## config.mk

```make
export PLATFORM = sky130hd
export DESIGN_NAME = acbc_top
export DESIGN_NICKNAME = d
export VERILOG_FILES = /design/src/hdl/acbc_pkg.sv /design/src/hdl/acbc_top.sv /design/src/hdl/acbc_op_counter.sv
export VERILOG_INCLUDE_DIRS = /design/src /design/src/hdl
export SDC_FILE = /design/constraint.sdc
export NUM_CORES = 1
export LEC_CHECK = 0
export CORE_MARGIN = 10
export CORE_UTILIZATION = 60
export CTS_CLUSTER_DIAMETER = 40
export DETAILED_ROUTE_END_ITERATION = 16
export DONT_BUFFER_PORTS = 1
export GPL_ROUTABILITY_DRIVEN = 0
export HOLD_SLACK_MARGIN = 0.05
export PLACE_DENSITY = 0.86
export SETUP_SLACK_MARGIN = 0.5
export SLEW_MARGIN = 15
export SYNTH_ARGS = -nofsm -noshare
export SYNTH_HDL_FRONTEND = slang
export SYNTH_HIERARCHICAL = 1
export SYNTH_SLANG_ARGS = --single-unit
export TNS_END_PERCENT = 20
```

## constraint.sdc

```tcl
create_clock -name CLK -period 8.7 [get_ports CLK]
set_input_delay 0 -clock CLK [delete_from_list [all_inputs] [get_ports CLK]]
set_output_delay 0 -clock CLK [all_outputs]
set_load 0.02 [all_outputs]
```

## src/hdl/acbc_map.svh

```systemverilog
// Register offsets, field positions and reset values of the converter
// channel and buffer control slice.
// Assumes a 32-bit APB bus with one register per aligned word.
`ifndef ACBC_MAP_SVH
`define ACBC_MAP_SVH

// ------------------------------------------------------------
// Register byte offsets
// ------------------------------------------------------------
`define ACBC_OFF_CTRL      8'h00
`define ACBC_OFF_STATUS    8'h04
`define ACBC_OFF_MASK      8'h08
`define ACBC_OFF_CONFIG    8'h0c
`define ACBC_OFF_SCANLIST  8'h10

// ------------------------------------------------------------
// Control register fields
// ------------------------------------------------------------
`define ACBC_F_SCAN        10
`define ACBC_F_CHAN_HI     9
`define ACBC_F_CHAN_LO     8
`define ACBC_F_HALF        7
`define ACBC_F_RATE_HI     5
`define ACBC_F_RATE_LO     2
`define ACBC_F_SPLIT       1

// ------------------------------------------------------------
// Config register fields and status bits
// ------------------------------------------------------------
`define ACBC_F_TWELVE      0
`define ACBC_F_FIX_HI      7
`define ACBC_F_FIX_LO      4
`define ACBC_ST_RATE       0
`define ACBC_ST_HALF       1

// ------------------------------------------------------------
// Reset values
// ------------------------------------------------------------
`define ACBC_RST_CTRL      16'h0000
`define ACBC_RST_CONFIG    8'h00
`define ACBC_RST_SCANLIST  16'h0001
`define ACBC_RST_MASK      2'h0

`endif

```

## src/hdl/acbc_pkg.sv

```systemverilog
// Types shared by the channel and buffer control slice.
// Assumes nothing beyond a SystemVerilog compiler.
`default_nettype none
package acbc_pkg;

   // Channel-count codes as written by software.
   typedef enum logic [1:0] {
      ACBC_CH_ONE  = 2'h0,
      ACBC_CH_TWO  = 2'h1,
      ACBC_CH_FOUR = 2'h2,
      ACBC_CH_FOUR_ALT = 2'h3
   } acbc_chan_t;

   typedef logic [31:0] acbc_word_t;

endpackage : acbc_pkg
`default_nettype wire

```

## src/hdl/acbc_top.sv

```systemverilog
// Channel selection and result buffer control of a converter sequencer.
// Assumes an APB master on CLK and a conversion-done pulse from the
// analog side, which is asynchronous and is synchronised here.
//
// Behaviour
// RULE_01: channel code picks one, two or four channels.
// RULE_02: twelve-bit mode reads channel code as zero.
// RULE_03: channel code sits in bits nine and eight.
// RULE_04: half status matters only in split mode.
// RULE_05: half status one while second half fills.
// RULE_06: event after every rate plus one operations.
// RULE_07: split mode alternates halves at each event.
// RULE_08: plain mode restarts buffer after each event.
// RULE_09: scan bit steps input; unused bits read zero.
`timescale 1ns/100ps
`default_nettype none
`include "acbc_map.svh"

module acbc_top #(
   parameter int BUF_DEPTH = 16,
   parameter int AW        = $clog2(BUF_DEPTH)
) (
   input  wire logic              CLK,
   input  wire logic              RESET_N,
   input  wire logic              PSEL,
   input  wire logic              PENABLE,
   input  wire logic              PWRITE,
   input  wire logic [7:0]        PADDR,
   input  wire acbc_pkg::acbc_word_t PWDATA,
   output var acbc_pkg::acbc_word_t PRDATA,
   output logic                   PREADY,
   output logic                   PSLVERR,
   input  wire logic              CONV_DONE,
   output logic [1:0]             CHANNEL_COUNT,
   output logic                   SCAN_ENABLE,
   output logic [3:0]             CH0_POS_INPUT,
   output logic                   DMA_INC,
   output logic                   BUF_HALF,
   output logic [AW-1:0]          BUF_ADDR,
   output logic                   IRQ
);
   import acbc_pkg::*;

   if (BUF_DEPTH < 4 || (BUF_DEPTH & (BUF_DEPTH - 1)) != 0) begin : g_bad
      $error("acbc_top: BUF_DEPTH must be a power of two, 4 or more");
   end

   // ------------------------------------------------------------
   // Functions
   // ------------------------------------------------------------
   // Next enabled scan input after idx; an empty list keeps idx.
   function automatic logic [3:0] next_scan(input logic [3:0] idx,
                                            input logic [15:0] list);
      logic [3:0] cand;
      logic       found;
      next_scan = idx;
      found     = 1'b0;
      for (int i = 1; i <= 16; i++) begin
         cand = idx + i[3:0];
         if (!found && list[cand]) begin
            next_scan = cand;
            found     = 1'b1;
         end
      end
   endfunction : next_scan

   // Effective channel code: forced to one channel in twelve-bit mode.
   function automatic logic [1:0] eff_chan(input logic [1:0] code,
                                           input logic twelve);
      eff_chan = twelve ? 2'h0 : code;
   endfunction : eff_chan

   // ------------------------------------------------------------
   // Register state
   // ------------------------------------------------------------
   logic [1:0]  chan_code;
   logic        scan_en;
   logic [3:0]  rate;
   logic        split;
   logic        twelve;
   logic [3:0]  fixed_in;
   logic [15:0] scan_list;
   logic [1:0]  status;
   logic [1:0]  mask;
   logic        half;
   logic [AW-1:0] addr;
   logic [3:0]  scan_idx;

   logic        wr_en;
   logic        rd_en;
   logic        setup;
   logic        hit;
   logic        ctrl_wr;
   logic        op_done;
   logic [15:0] ctrl_view;
   acbc_word_t  next_rdata;
   logic        next_err;

   // Write and read take effect in the access cycle with PREADY high.
   assign setup = PSEL && !PENABLE;
   assign wr_en = PSEL && PENABLE && PREADY && PWRITE;
   assign rd_en = PSEL && PENABLE && PREADY && !PWRITE;
   assign ctrl_wr = wr_en && PADDR == `ACBC_OFF_CTRL;

   // ------------------------------------------------------------
   // Conversion-done synchroniser
   // ------------------------------------------------------------
   logic done_s1;
   logic done_s2;
   logic done_s3;

   // The pin is asynchronous; the edge is taken from the second stage.
   always_ff @(posedge CLK or negedge RESET_N) begin
      if (!RESET_N) begin
         done_s1 <= 1'b0;
         done_s2 <= 1'b0;
         done_s3 <= 1'b0;
      end else begin
         done_s1 <= CONV_DONE;
         done_s2 <= done_s1;
         done_s3 <= done_s2;
      end
   end

   assign op_done = done_s2 && !done_s3;

   // ------------------------------------------------------------
   // Control register
   // ------------------------------------------------------------
   // Software fields; the half status bit is not writable.
   always_ff @(posedge CLK or negedge RESET_N) begin
      if (!RESET_N) begin
         chan_code <= 2'(`ACBC_RST_CTRL >> `ACBC_F_CHAN_LO);
         scan_en   <= 1'(`ACBC_RST_CTRL >> `ACBC_F_SCAN);
         rate      <= 4'(`ACBC_RST_CTRL >> `ACBC_F_RATE_LO);
         split     <= 1'(`ACBC_RST_CTRL >> `ACBC_F_SPLIT);
      end else if (ctrl_wr) begin
         chan_code <= PWDATA[`ACBC_F_CHAN_HI:`ACBC_F_CHAN_LO]; // see RULE_03
         scan_en   <= PWDATA[`ACBC_F_SCAN];
         rate      <= PWDATA[`ACBC_F_RATE_HI:`ACBC_F_RATE_LO];
         split     <= PWDATA[`ACBC_F_SPLIT];
      end
   end

   // Config and scan list registers.
   always_ff @(posedge CLK or negedge RESET_N) begin
      if (!RESET_N) begin
         twelve    <= 1'(`ACBC_RST_CONFIG >> `ACBC_F_TWELVE);
         fixed_in  <= 4'(`ACBC_RST_CONFIG >> `ACBC_F_FIX_LO);
         scan_list <= `ACBC_RST_SCANLIST;
      end else if (wr_en) begin
         if (PADDR == `ACBC_OFF_CONFIG) begin
            twelve   <= PWDATA[`ACBC_F_TWELVE];
            fixed_in <= PWDATA[`ACBC_F_FIX_HI:`ACBC_F_FIX_LO];
         end
         if (PADDR == `ACBC_OFF_SCANLIST) begin
            scan_list <= PWDATA[15:0];
         end
      end
   end

   // Read view; unimplemented bits and out-of-scope fields read zero.
   always_comb begin
      ctrl_view = 16'h0000;  // see RULE_09
      ctrl_view[`ACBC_F_SCAN] = scan_en;
      ctrl_view[`ACBC_F_CHAN_HI:`ACBC_F_CHAN_LO] =
         eff_chan(chan_code, twelve);  // see RULE_02
      ctrl_view[`ACBC_F_HALF] = split && half;  // see RULE_04
      ctrl_view[`ACBC_F_RATE_HI:`ACBC_F_RATE_LO] = rate;
      ctrl_view[`ACBC_F_SPLIT] = split;
   end

   // ------------------------------------------------------------
   // Operation grouping
   // ------------------------------------------------------------
   // A rewrite of the control register restarts the current group.
   acbc_op_counter #(
      .W (4)
   ) u_ops (
      .clk     (CLK),
      .reset_n (RESET_N),
      .op_done (op_done),
      .restart (ctrl_wr),
      .limit   (rate),
      .hit     (hit)
   );

   // Buffer half and write position. An operation that ends a group
   // stores its result first, then the position moves on.
   always_ff @(posedge CLK or negedge RESET_N) begin
      if (!RESET_N) begin
         half <= 1'b0;
         addr <= '0;
      end else if (ctrl_wr) begin
         half <= 1'b0;
         addr <= '0;
      end else if (hit && split) begin
         half <= !half;  // see RULE_07
         addr <= half ? '0 : AW'(BUF_DEPTH / 2);  // see RULE_05
      end else if (hit) begin
         addr <= '0;  // see RULE_08
      end else if (op_done) begin
         // Wrap inside the active region so a half never spills over.
         if (split && addr[AW-2:0] == '1)
            addr <= {addr[AW-1], {(AW-1){1'b0}}};
         else
            addr <= addr + 1'b1;
      end
   end

   // Positive input of channel zero for sample A.
   always_ff @(posedge CLK or negedge RESET_N) begin
      if (!RESET_N) begin
         scan_idx <= 4'h0;
      end else if (!scan_en) begin
         scan_idx <= fixed_in;  // see RULE_09
      end else if (op_done) begin
         scan_idx <= next_scan(scan_idx, scan_list);  // see RULE_09
      end
   end

   // ------------------------------------------------------------
   // Interrupt status and mask
   // ------------------------------------------------------------
   // A read clears only the bits it reported; a same-cycle event wins.
   always_ff @(posedge CLK or negedge RESET_N) begin
      if (!RESET_N) begin
         status <= 2'h0;
      end else begin
         for (int i = 0; i < 2; i++) begin
            if (rd_en && PADDR == `ACBC_OFF_STATUS && PRDATA[i])
               status[i] <= 1'b0;
         end
         if (hit)
            status[`ACBC_ST_RATE] <= 1'b1;  // see RULE_06
         if (hit && split)
            status[`ACBC_ST_HALF] <= 1'b1;
      end
   end
   // Mask written by software; same layout as status.
   always_ff @(posedge CLK or negedge RESET_N) begin
      if (!RESET_N) begin
         mask <= `ACBC_RST_MASK;
      end else if (wr_en && PADDR == `ACBC_OFF_MASK) begin
         mask <= PWDATA[1:0];
      end
   end

   // ------------------------------------------------------------
   // APB answer
   // ------------------------------------------------------------
   // Read data is chosen in the setup cycle; unmapped gives an error.
   always_comb begin
      next_rdata = 32'h0000_0000;
      next_err   = 1'b0;
      unique case (PADDR)
         `ACBC_OFF_CTRL:     next_rdata[15:0] = ctrl_view;
         `ACBC_OFF_STATUS:   next_rdata[1:0]  = status;
         `ACBC_OFF_MASK:     next_rdata[1:0]  = mask;
         `ACBC_OFF_CONFIG:   next_rdata[7:0]  = {fixed_in, 3'h0, twelve};
         `ACBC_OFF_SCANLIST: next_rdata[15:0] = scan_list;
         default:            next_err = 1'b1;
      endcase
   end

   // No wait states: PREADY rises for exactly the access cycle.
   always_ff @(posedge CLK or negedge RESET_N) begin
      if (!RESET_N) begin
         PREADY  <= 1'b0;
         PRDATA  <= 32'h0000_0000;
         PSLVERR <= 1'b0;
      end else begin
         PREADY  <= setup;
         PRDATA  <= setup && !PWRITE ? next_rdata : 32'h0000_0000;
         PSLVERR <= setup && next_err;
      end
   end

   // ------------------------------------------------------------
   // Outputs
   // ------------------------------------------------------------
   // Registered copies, so every pin comes straight from a flip-flop.
   always_ff @(posedge CLK or negedge RESET_N) begin
      if (!RESET_N) begin
         CHANNEL_COUNT <= 2'h0;
         SCAN_ENABLE   <= 1'b0;
         CH0_POS_INPUT <= 4'h0;
         DMA_INC       <= 1'b0;
         BUF_HALF      <= 1'b0;
         BUF_ADDR      <= '0;
         IRQ           <= 1'b0;
      end else begin
         CHANNEL_COUNT <= eff_chan(chan_code, twelve);  // see RULE_01
         SCAN_ENABLE   <= scan_en;
         CH0_POS_INPUT <= scan_idx;
         DMA_INC       <= hit;  // see RULE_06
         BUF_HALF      <= half;
         BUF_ADDR      <= addr;
         IRQ           <= |(status & mask);
      end
   end

   // ------------------------------------------------------------
   // Checks
   // ------------------------------------------------------------
   logic [4:0] tally;
   // Operations seen since the last group ended.
   always_ff @(posedge CLK or negedge RESET_N) begin
      if (!RESET_N) begin
         tally <= 5'h00;
      end else if (ctrl_wr || hit) begin
         tally <= 5'h00;
      end else if (op_done) begin
         tally <= tally + 5'h01;
      end
   end
endmodule : acbc_top

`default_nettype wire

```

## src/hdl/acbc_op_counter.sv

```systemverilog
// Counts completed sample/conversion operations and flags every N+1st.
// Assumes op_done is a one-cycle pulse on clk.
`timescale 1ns/100ps
`default_nettype none

module acbc_op_counter #(
   parameter int W = 4
) (
   input  wire logic         clk,
   input  wire logic         reset_n,
   input  wire logic         op_done,
   input  wire logic         restart,
   input  wire logic [W-1:0] limit,
   output logic              hit
);

   logic [W-1:0] count;

   if (W < 1) begin : g_bad_width
      $error("acbc_op_counter: W must be at least 1");
   end

   // The operation that reaches the limit is the N+1st one.
   assign hit = op_done && (count == limit);  // see RULE_06

   // A restart drops any partial group so a new rate starts clean.
   always_ff @(posedge clk or negedge reset_n) begin
      if (!reset_n) begin
         count <= '0;
      end else if (restart || hit) begin
         count <= '0;
      end else if (op_done) begin
         count <= count + 1'b1;
      end
   end
endmodule : acbc_op_counter

`default_nettype wire

```

Yosys cells after proc, flatten, opt, wreduce, memory -nomap -nowiden
Cells that the tools add are included.

Bits in registers: 81. Input port bits: 46. Output and inout bits: 48.

Add/sub/neg operators: 17. Order comparisons: 16. Eq/ne operators: 10. Multiplexer cells: 115. Bitwise logic cells: 1. Reduce and logical (&&, ||, !) cells: 64.

Operator list (number): $mux 4 (26); $lt 4x5->1 const B (16); $mux 1 (68); $bmux 1 s4 (16); $add 4x4->4 const B (8); $logic_and 1x1->1 (32); $logic_not 1->1 (19); $pmux 6 s3 (1); $add 4x3->4 const B (4); $eq 8x4->1 const B (2); $mux 16 (1); $ne 16x1->1 const B (1); $pmux 8 s2 (1); $add 4x1->4 const B (3); $pmux 2 s5 (1); $add 4x2->4 const B (2); $eq 8x3->1 const B (1); $eq 8x5->1 const B (1); $logic_not 8->1 (1); $reduce_bool 2->1 (4); $reduce_and 2->1 (3); $reduce_or 5->1 (1); $eq 4x4->1 (1); $ne 4x2->1 const B (1); other kinds (9) (9).

Logic depth before layout (Yosys ltp)
Word-level depth: 81. Mapped depth: 16. Mapped depth without buffers: 11.

By module
Netlist, hierarchy kept.

Modules (own cells, without submodules): acbc_top (instances 1, cells an instance 476, area each 5368.9 sq um, seq. area each 1928.1 sq um); acbc_op_counter (instances 1, cells an instance 24, area each 279.0 sq um, seq. area each 100.1 sq um).

Least setup slack after synthesis
Ideal clock, no wire load.

Kind: register -> register. From: register scan_idx[1]. To: register scan_idx[2]. Setup time: 0.094 ns. Data arrival time: 3.892 ns. Slack: 4.715 ns. Cell stages (with the launch flop): 16. Buffers on the path: 4. Path through: dfrtp_1 > buf_2 > buf_2 > inv_1 > ha_1 > clkbuf_1 > mux4_2 > mux2_2 > mux2i_1 > nand2_1 > or2_2 > buf_2 > nor4_4 > nand2_1 > and4b_1 > a221oi_2.

Longest elaborated chain between the ends: 80.

RTL lines: start: declaration (RTL line acbc_top.sv:87) `logic [3:0] scan_idx;`; start signal: assignment (RTL line acbc_top.sv:216) `scan_idx <= fixed_in;`; start signal: assignment (RTL line acbc_top.sv:218) `scan_idx <= next_scan(scan_idx, scan_list);`; $add 4x1->4 (RTL line acbc_top.sv:59) `cand = idx + i[3:0];`; $bmux 1 s4 (RTL line acbc_top.sv:60) `if (!found && list[cand]) begin`; $mux 1 (implied by the code) (RTL line acbc_top.sv:60); $mux 1 (RTL line acbc_top.sv:60); $mux 1 (RTL line acbc_top.sv:217) `end else if (op_done) begin`; $mux 1 (RTL line acbc_top.sv:215) `end else if (!scan_en) begin`; $logic_not 1->1 (RTL line acbc_top.sv:60); $logic_and 1x1->1 (RTL line acbc_top.sv:60); [64 not listed]; $logic_and 1x1->1 (RTL line acbc_top.sv:60); $mux 1 (RTL line acbc_top.sv:60); $mux 1 (RTL line acbc_top.sv:217); $mux 1 (RTL line acbc_top.sv:215); $logic_not 1->1 (RTL line acbc_top.sv:60); $logic_and 1x1->1 (RTL line acbc_top.sv:60); $ne 2x2->1 (no source line); $reduce_and 3->1 (no source line).

Parallel ways exist; a longest one is shown, timed or not. The select of a mux whose other input is x is not followed. A chain may end at the register's enable or synchronous reset.

Final worst setup path
From: register scan_idx[0]. To: register scan_idx[2].

Same word-level chain as after synthesis.

==> flow_metrics.py <==
metrics = {
    "floorplan": {
        "dieArea_um2": 13690,
        "die_w_um": 117.0,
        "num_rows": 35,
        "start_util_pct": 61.41,
        "die_y_um": 117.0,
        "io_pins": 94,
        "coreArea_um2": 9196,
    },
    "synthesis": {
        "synth_seq_area_share_pct": 35.91,
        "ys_ff_latch": 81,
        "synth-edff-count": 0,
        "synth_area_um2": 5648,
        "yosysWarnings": 6,
        "ys_types": 80,
        "syn_area_per_cell_um2": 11.30,
        "synth_flop_cell": "dfrtp_1",
        "ys_async_sr_fraction_pct": 100.0,
        "netlist_instances": 500,
    },
    "finish": {
        "fill_cells": 637,
        "drive_above_1_share_pct": 22.43,
        "final_cell_mix": "80 x dfrtp_1, 49 x mux2_2, 34 x nand2_1",
        "stdcell_area_um2": 6150,
        "nets": 578,
        "stdcell_count": 637,
        "layout_commonest_cell": "dfrtp_1",
        "final_util_pct": 66.87,
        "antennaDiodeCount": 0,
        "syn2layout_area_growth_pct": 8.884,
    },
    "place": {
        "dp_slack_ns": 4.339,
        "placed_cells": 595,
        "dpl_cell_area_um2": 5642,
        "place_hpwl_mm": 10.36,
        "portBuffers": 0,
    },
    "routing": {
        "vias": 4499,
        "wl_mm": 15.34,
        "ant_nets": 0,
        "drc_errors": 0,
        "drt-initial-drc-count": 443,
        "vias_per_cell": 7.063,
        "drtPass1Iterations": 6,
        "wire_per_inst_um": 24.08,
    },
    "setup_path": {
        "worstPathArrival_ns": 4.75,
        "critical_path.startpoint": "scan_idx[0]",
        "start_kind": "flop",
        "cp_num_buf_inv": 2,
        "endpoint_kind": "flop",
        "r2r_end": "scan_idx[2]",
        "critPathMaxFanout": 38,
        "cp_data_required_time_ns": 8.98,
        "r2r_start": "scan_idx[0]",
        "path_cells": "buf_4, inv_1, ha_1, mux4_2, mux2i_1, mux2_2, nand3_4, nor2_2, a41oi_1, o31a_1, and4b_1, a221oi_2",
        "reg2reg_depth": 12,
        "cp_top_family": "multiplexers",
        "r2r_slack_ns": 4.23,
        "crit_path_max_incr_delay_ns": 0.70,
        "crit_type": "flop to flop",
        "slowest_stage": "ha_1",
    },
    "power_and_ir_drop": {
        "internal_power_mw": 0.6291,
        "power_leakage_nw": 2.664,
        "swShare_pct": 29.63,
        "p_switching_mw": 0.2649,
        "p_seq_share_pct": 50.8,
        "power_density_nw_per_um2": 145.4,
        "ir_drop_uv": 189.0,
        "comb_power_share_pct": 12.8,
        "power.share.clock_pct": 36.4,
    },
    "sta": {
        "slew_violations": 0,
        "finalCritPeriodShare_pct": 51.34,
        "rsz0062_at_grt": "false",
        "finalHoldViolCount": 0,
        "min_period_ns": 4.466,
        "fin_setup_tns_ns": 0,
        "worst_slack_ns": 4.234,
        "slew_headroom_pct": 38.84,
        "finalSetupViolations": 0,
        "tightest_slew_ns": 0.9173,
        "skew_ns": 0.01909,
        "fmax_ghz": 0.2239,
    },
    "clock_network": {
        "cts_resized": 0,
        "clk_pin_slew_ns": 0.10,
        "cts_sinks": 81,
        "root_buffer": "clkbuf_8",
        "postCtsHoldBufs": 26,
        "post-cts-setup-buffers": 0,
        "insertion_delay_ns": 0.37,
        "clock_tree.buffer_depth": 2,
        "htreeDepth": 3,
        "numCtsBuffers": 9,
        "cts_tree": "built",
    },
    "global_route": {
        "grt_antenna_before_repair": 0,
        "grt_first_pass_wirelength_mm": 24.98,
        "grt-ovfl-total": 0,
        "grt_max_degree": 82,
        "grt_pass1_vias": 4670,
        "track_usage_pct": 23.45,
    },
    "run_status": {
        "status": "finished clean",
    },
    "hold_path": {
        "hold_path_end": "PRDATA[6]",
        "whs_path_depth": 3,
        "min_from": "PADDR[2]",
        "hp-class": "input port to flop",
    },
    "job": {
        "maxCapViolations": 0,
    },
}
==> worst max path at each step <==
stage | cells after the start | endpoint | slack (ns)
floorplan | 15 | scan_idx[2] | 4.71
global placement | 12 | scan_idx[2] | 4.48
detailed placement | 12 | scan_idx[2] | 4.34
CTS | 12 | scan_idx[2] | 4.30
global route | 12 | scan_idx[2] | 4.02
finish | 12 | scan_idx[2] | 4.23
==> cell families after synthesis <==
group                    synth area share, %
AO/OA/AOI/OAI                          12.78
flip-flops                             35.91
AND/OR/NAND/NOR                        13.23
other                                0.06640
adder cells (fa/ha/maj)                2.437
multiplexers                           27.16
buffers and inverters                  5.450
XOR/XNOR                               2.969
==> state kept, by name, summed over array words and instances (netlist names), 2 cells and up <==
name	flops
CHANNEL_COUNT	2
rate	4
scan_list	16
CH0_POS_INPUT	4
fixed_in	4
addr	4
status	2
u_ops/count	4
chan_code	2
BUF_ADDR	4
scan_idx	4
PRDATA	16
mask	2
==> metrics by stage <==
| step | power, mW | hold slack (ns) |
|---|---|---|
| 2_1_floorplan | 0.5345 | -0.2956 |
| 3_3_place_gp | 0.5417 | -0.2930 |
| 3_5_place_dp | 0.5484 | -0.2923 |
| 4_1_cts | 0.8897 | 0.05033 |
| 5_1_grt | 0.9251 | 0.08385 |
| 6_report | 0.8939 | 0.06496 |
==> worst reg2reg max path: cells and delay by family, from the launching register on <==
family | cells | cell delay (ns)
buffers and inverters | 2 | 0.60
multiplexers | 3 | 1.27
AND/OR/NAND/NOR | 3 | 0.69
AO/OA/AOI/OAI | 3 | 0.81
flip-flops | 1 | 0.34
adder cells (fa/ha/maj) | 1 | 0.70
==> synthesized netlist by cell type, drive strengths merged (8+ instances only) <==
| cell type | n | area [um^2] |
|---|---|---|
| o21ai | 12 | 60.06 |
| inv | 19 | 71.31 |
| a21oi | 13 | 65.06 |
| nand2 | 34 | 127.6 |
| mux4 | 30 | 675.7 |
| a31oi | 8 | 50.05 |
| clkbuf | 8 | 30.03 |
| xor2 | 10 | 106.4 |
| nor2 | 31 | 118.9 |
| ha | 11 | 137.6 |
| mux2 | 55 | 619.3 |
| nor3 | 11 | 60.06 |
| dfrtp | 80 | 2002 |
| buf | 27 | 206.5 |
| mux2i | 21 | 239.0 |
| nand2b | 11 | 68.82 |
==> metal layers <==
layer,GRT usage [%],vias up,part of all wire (%)
met2,39.15,309,50
met4,12.77,0,4.9
met5,0,-,0
met1,26.56,2204,36
met3,6.830,81,10
li1,-,1905,-
==> power by group through the flow <==
stage          Clock, mW  Combinational [mW]  Sequential (mW)
4_1_cts            0.327               0.110            0.453
5_1_grt            0.341               0.126            0.458
2_1_floorplan          0              0.0840            0.450
3_5_place_dp           0              0.0892            0.459
3_3_place_gp           0              0.0840            0.458
6_report           0.325               0.114            0.454
==> final cells by class <==
type	instances	area, um^2	share of cell area [%]
Clock buffer	9	123.9	2.014
Clock inverter	7	106.4	1.729
Inverter	19	71.32	1.160
Timing Repair Buffer	30	307.8	5.005
Multi-Input combinational cell	380	3373	54.85
Tap cell	111	138.9	2.258
Sequential cell	81	2028	32.98
Note: power is estimated with default switching activity, not from simulation.
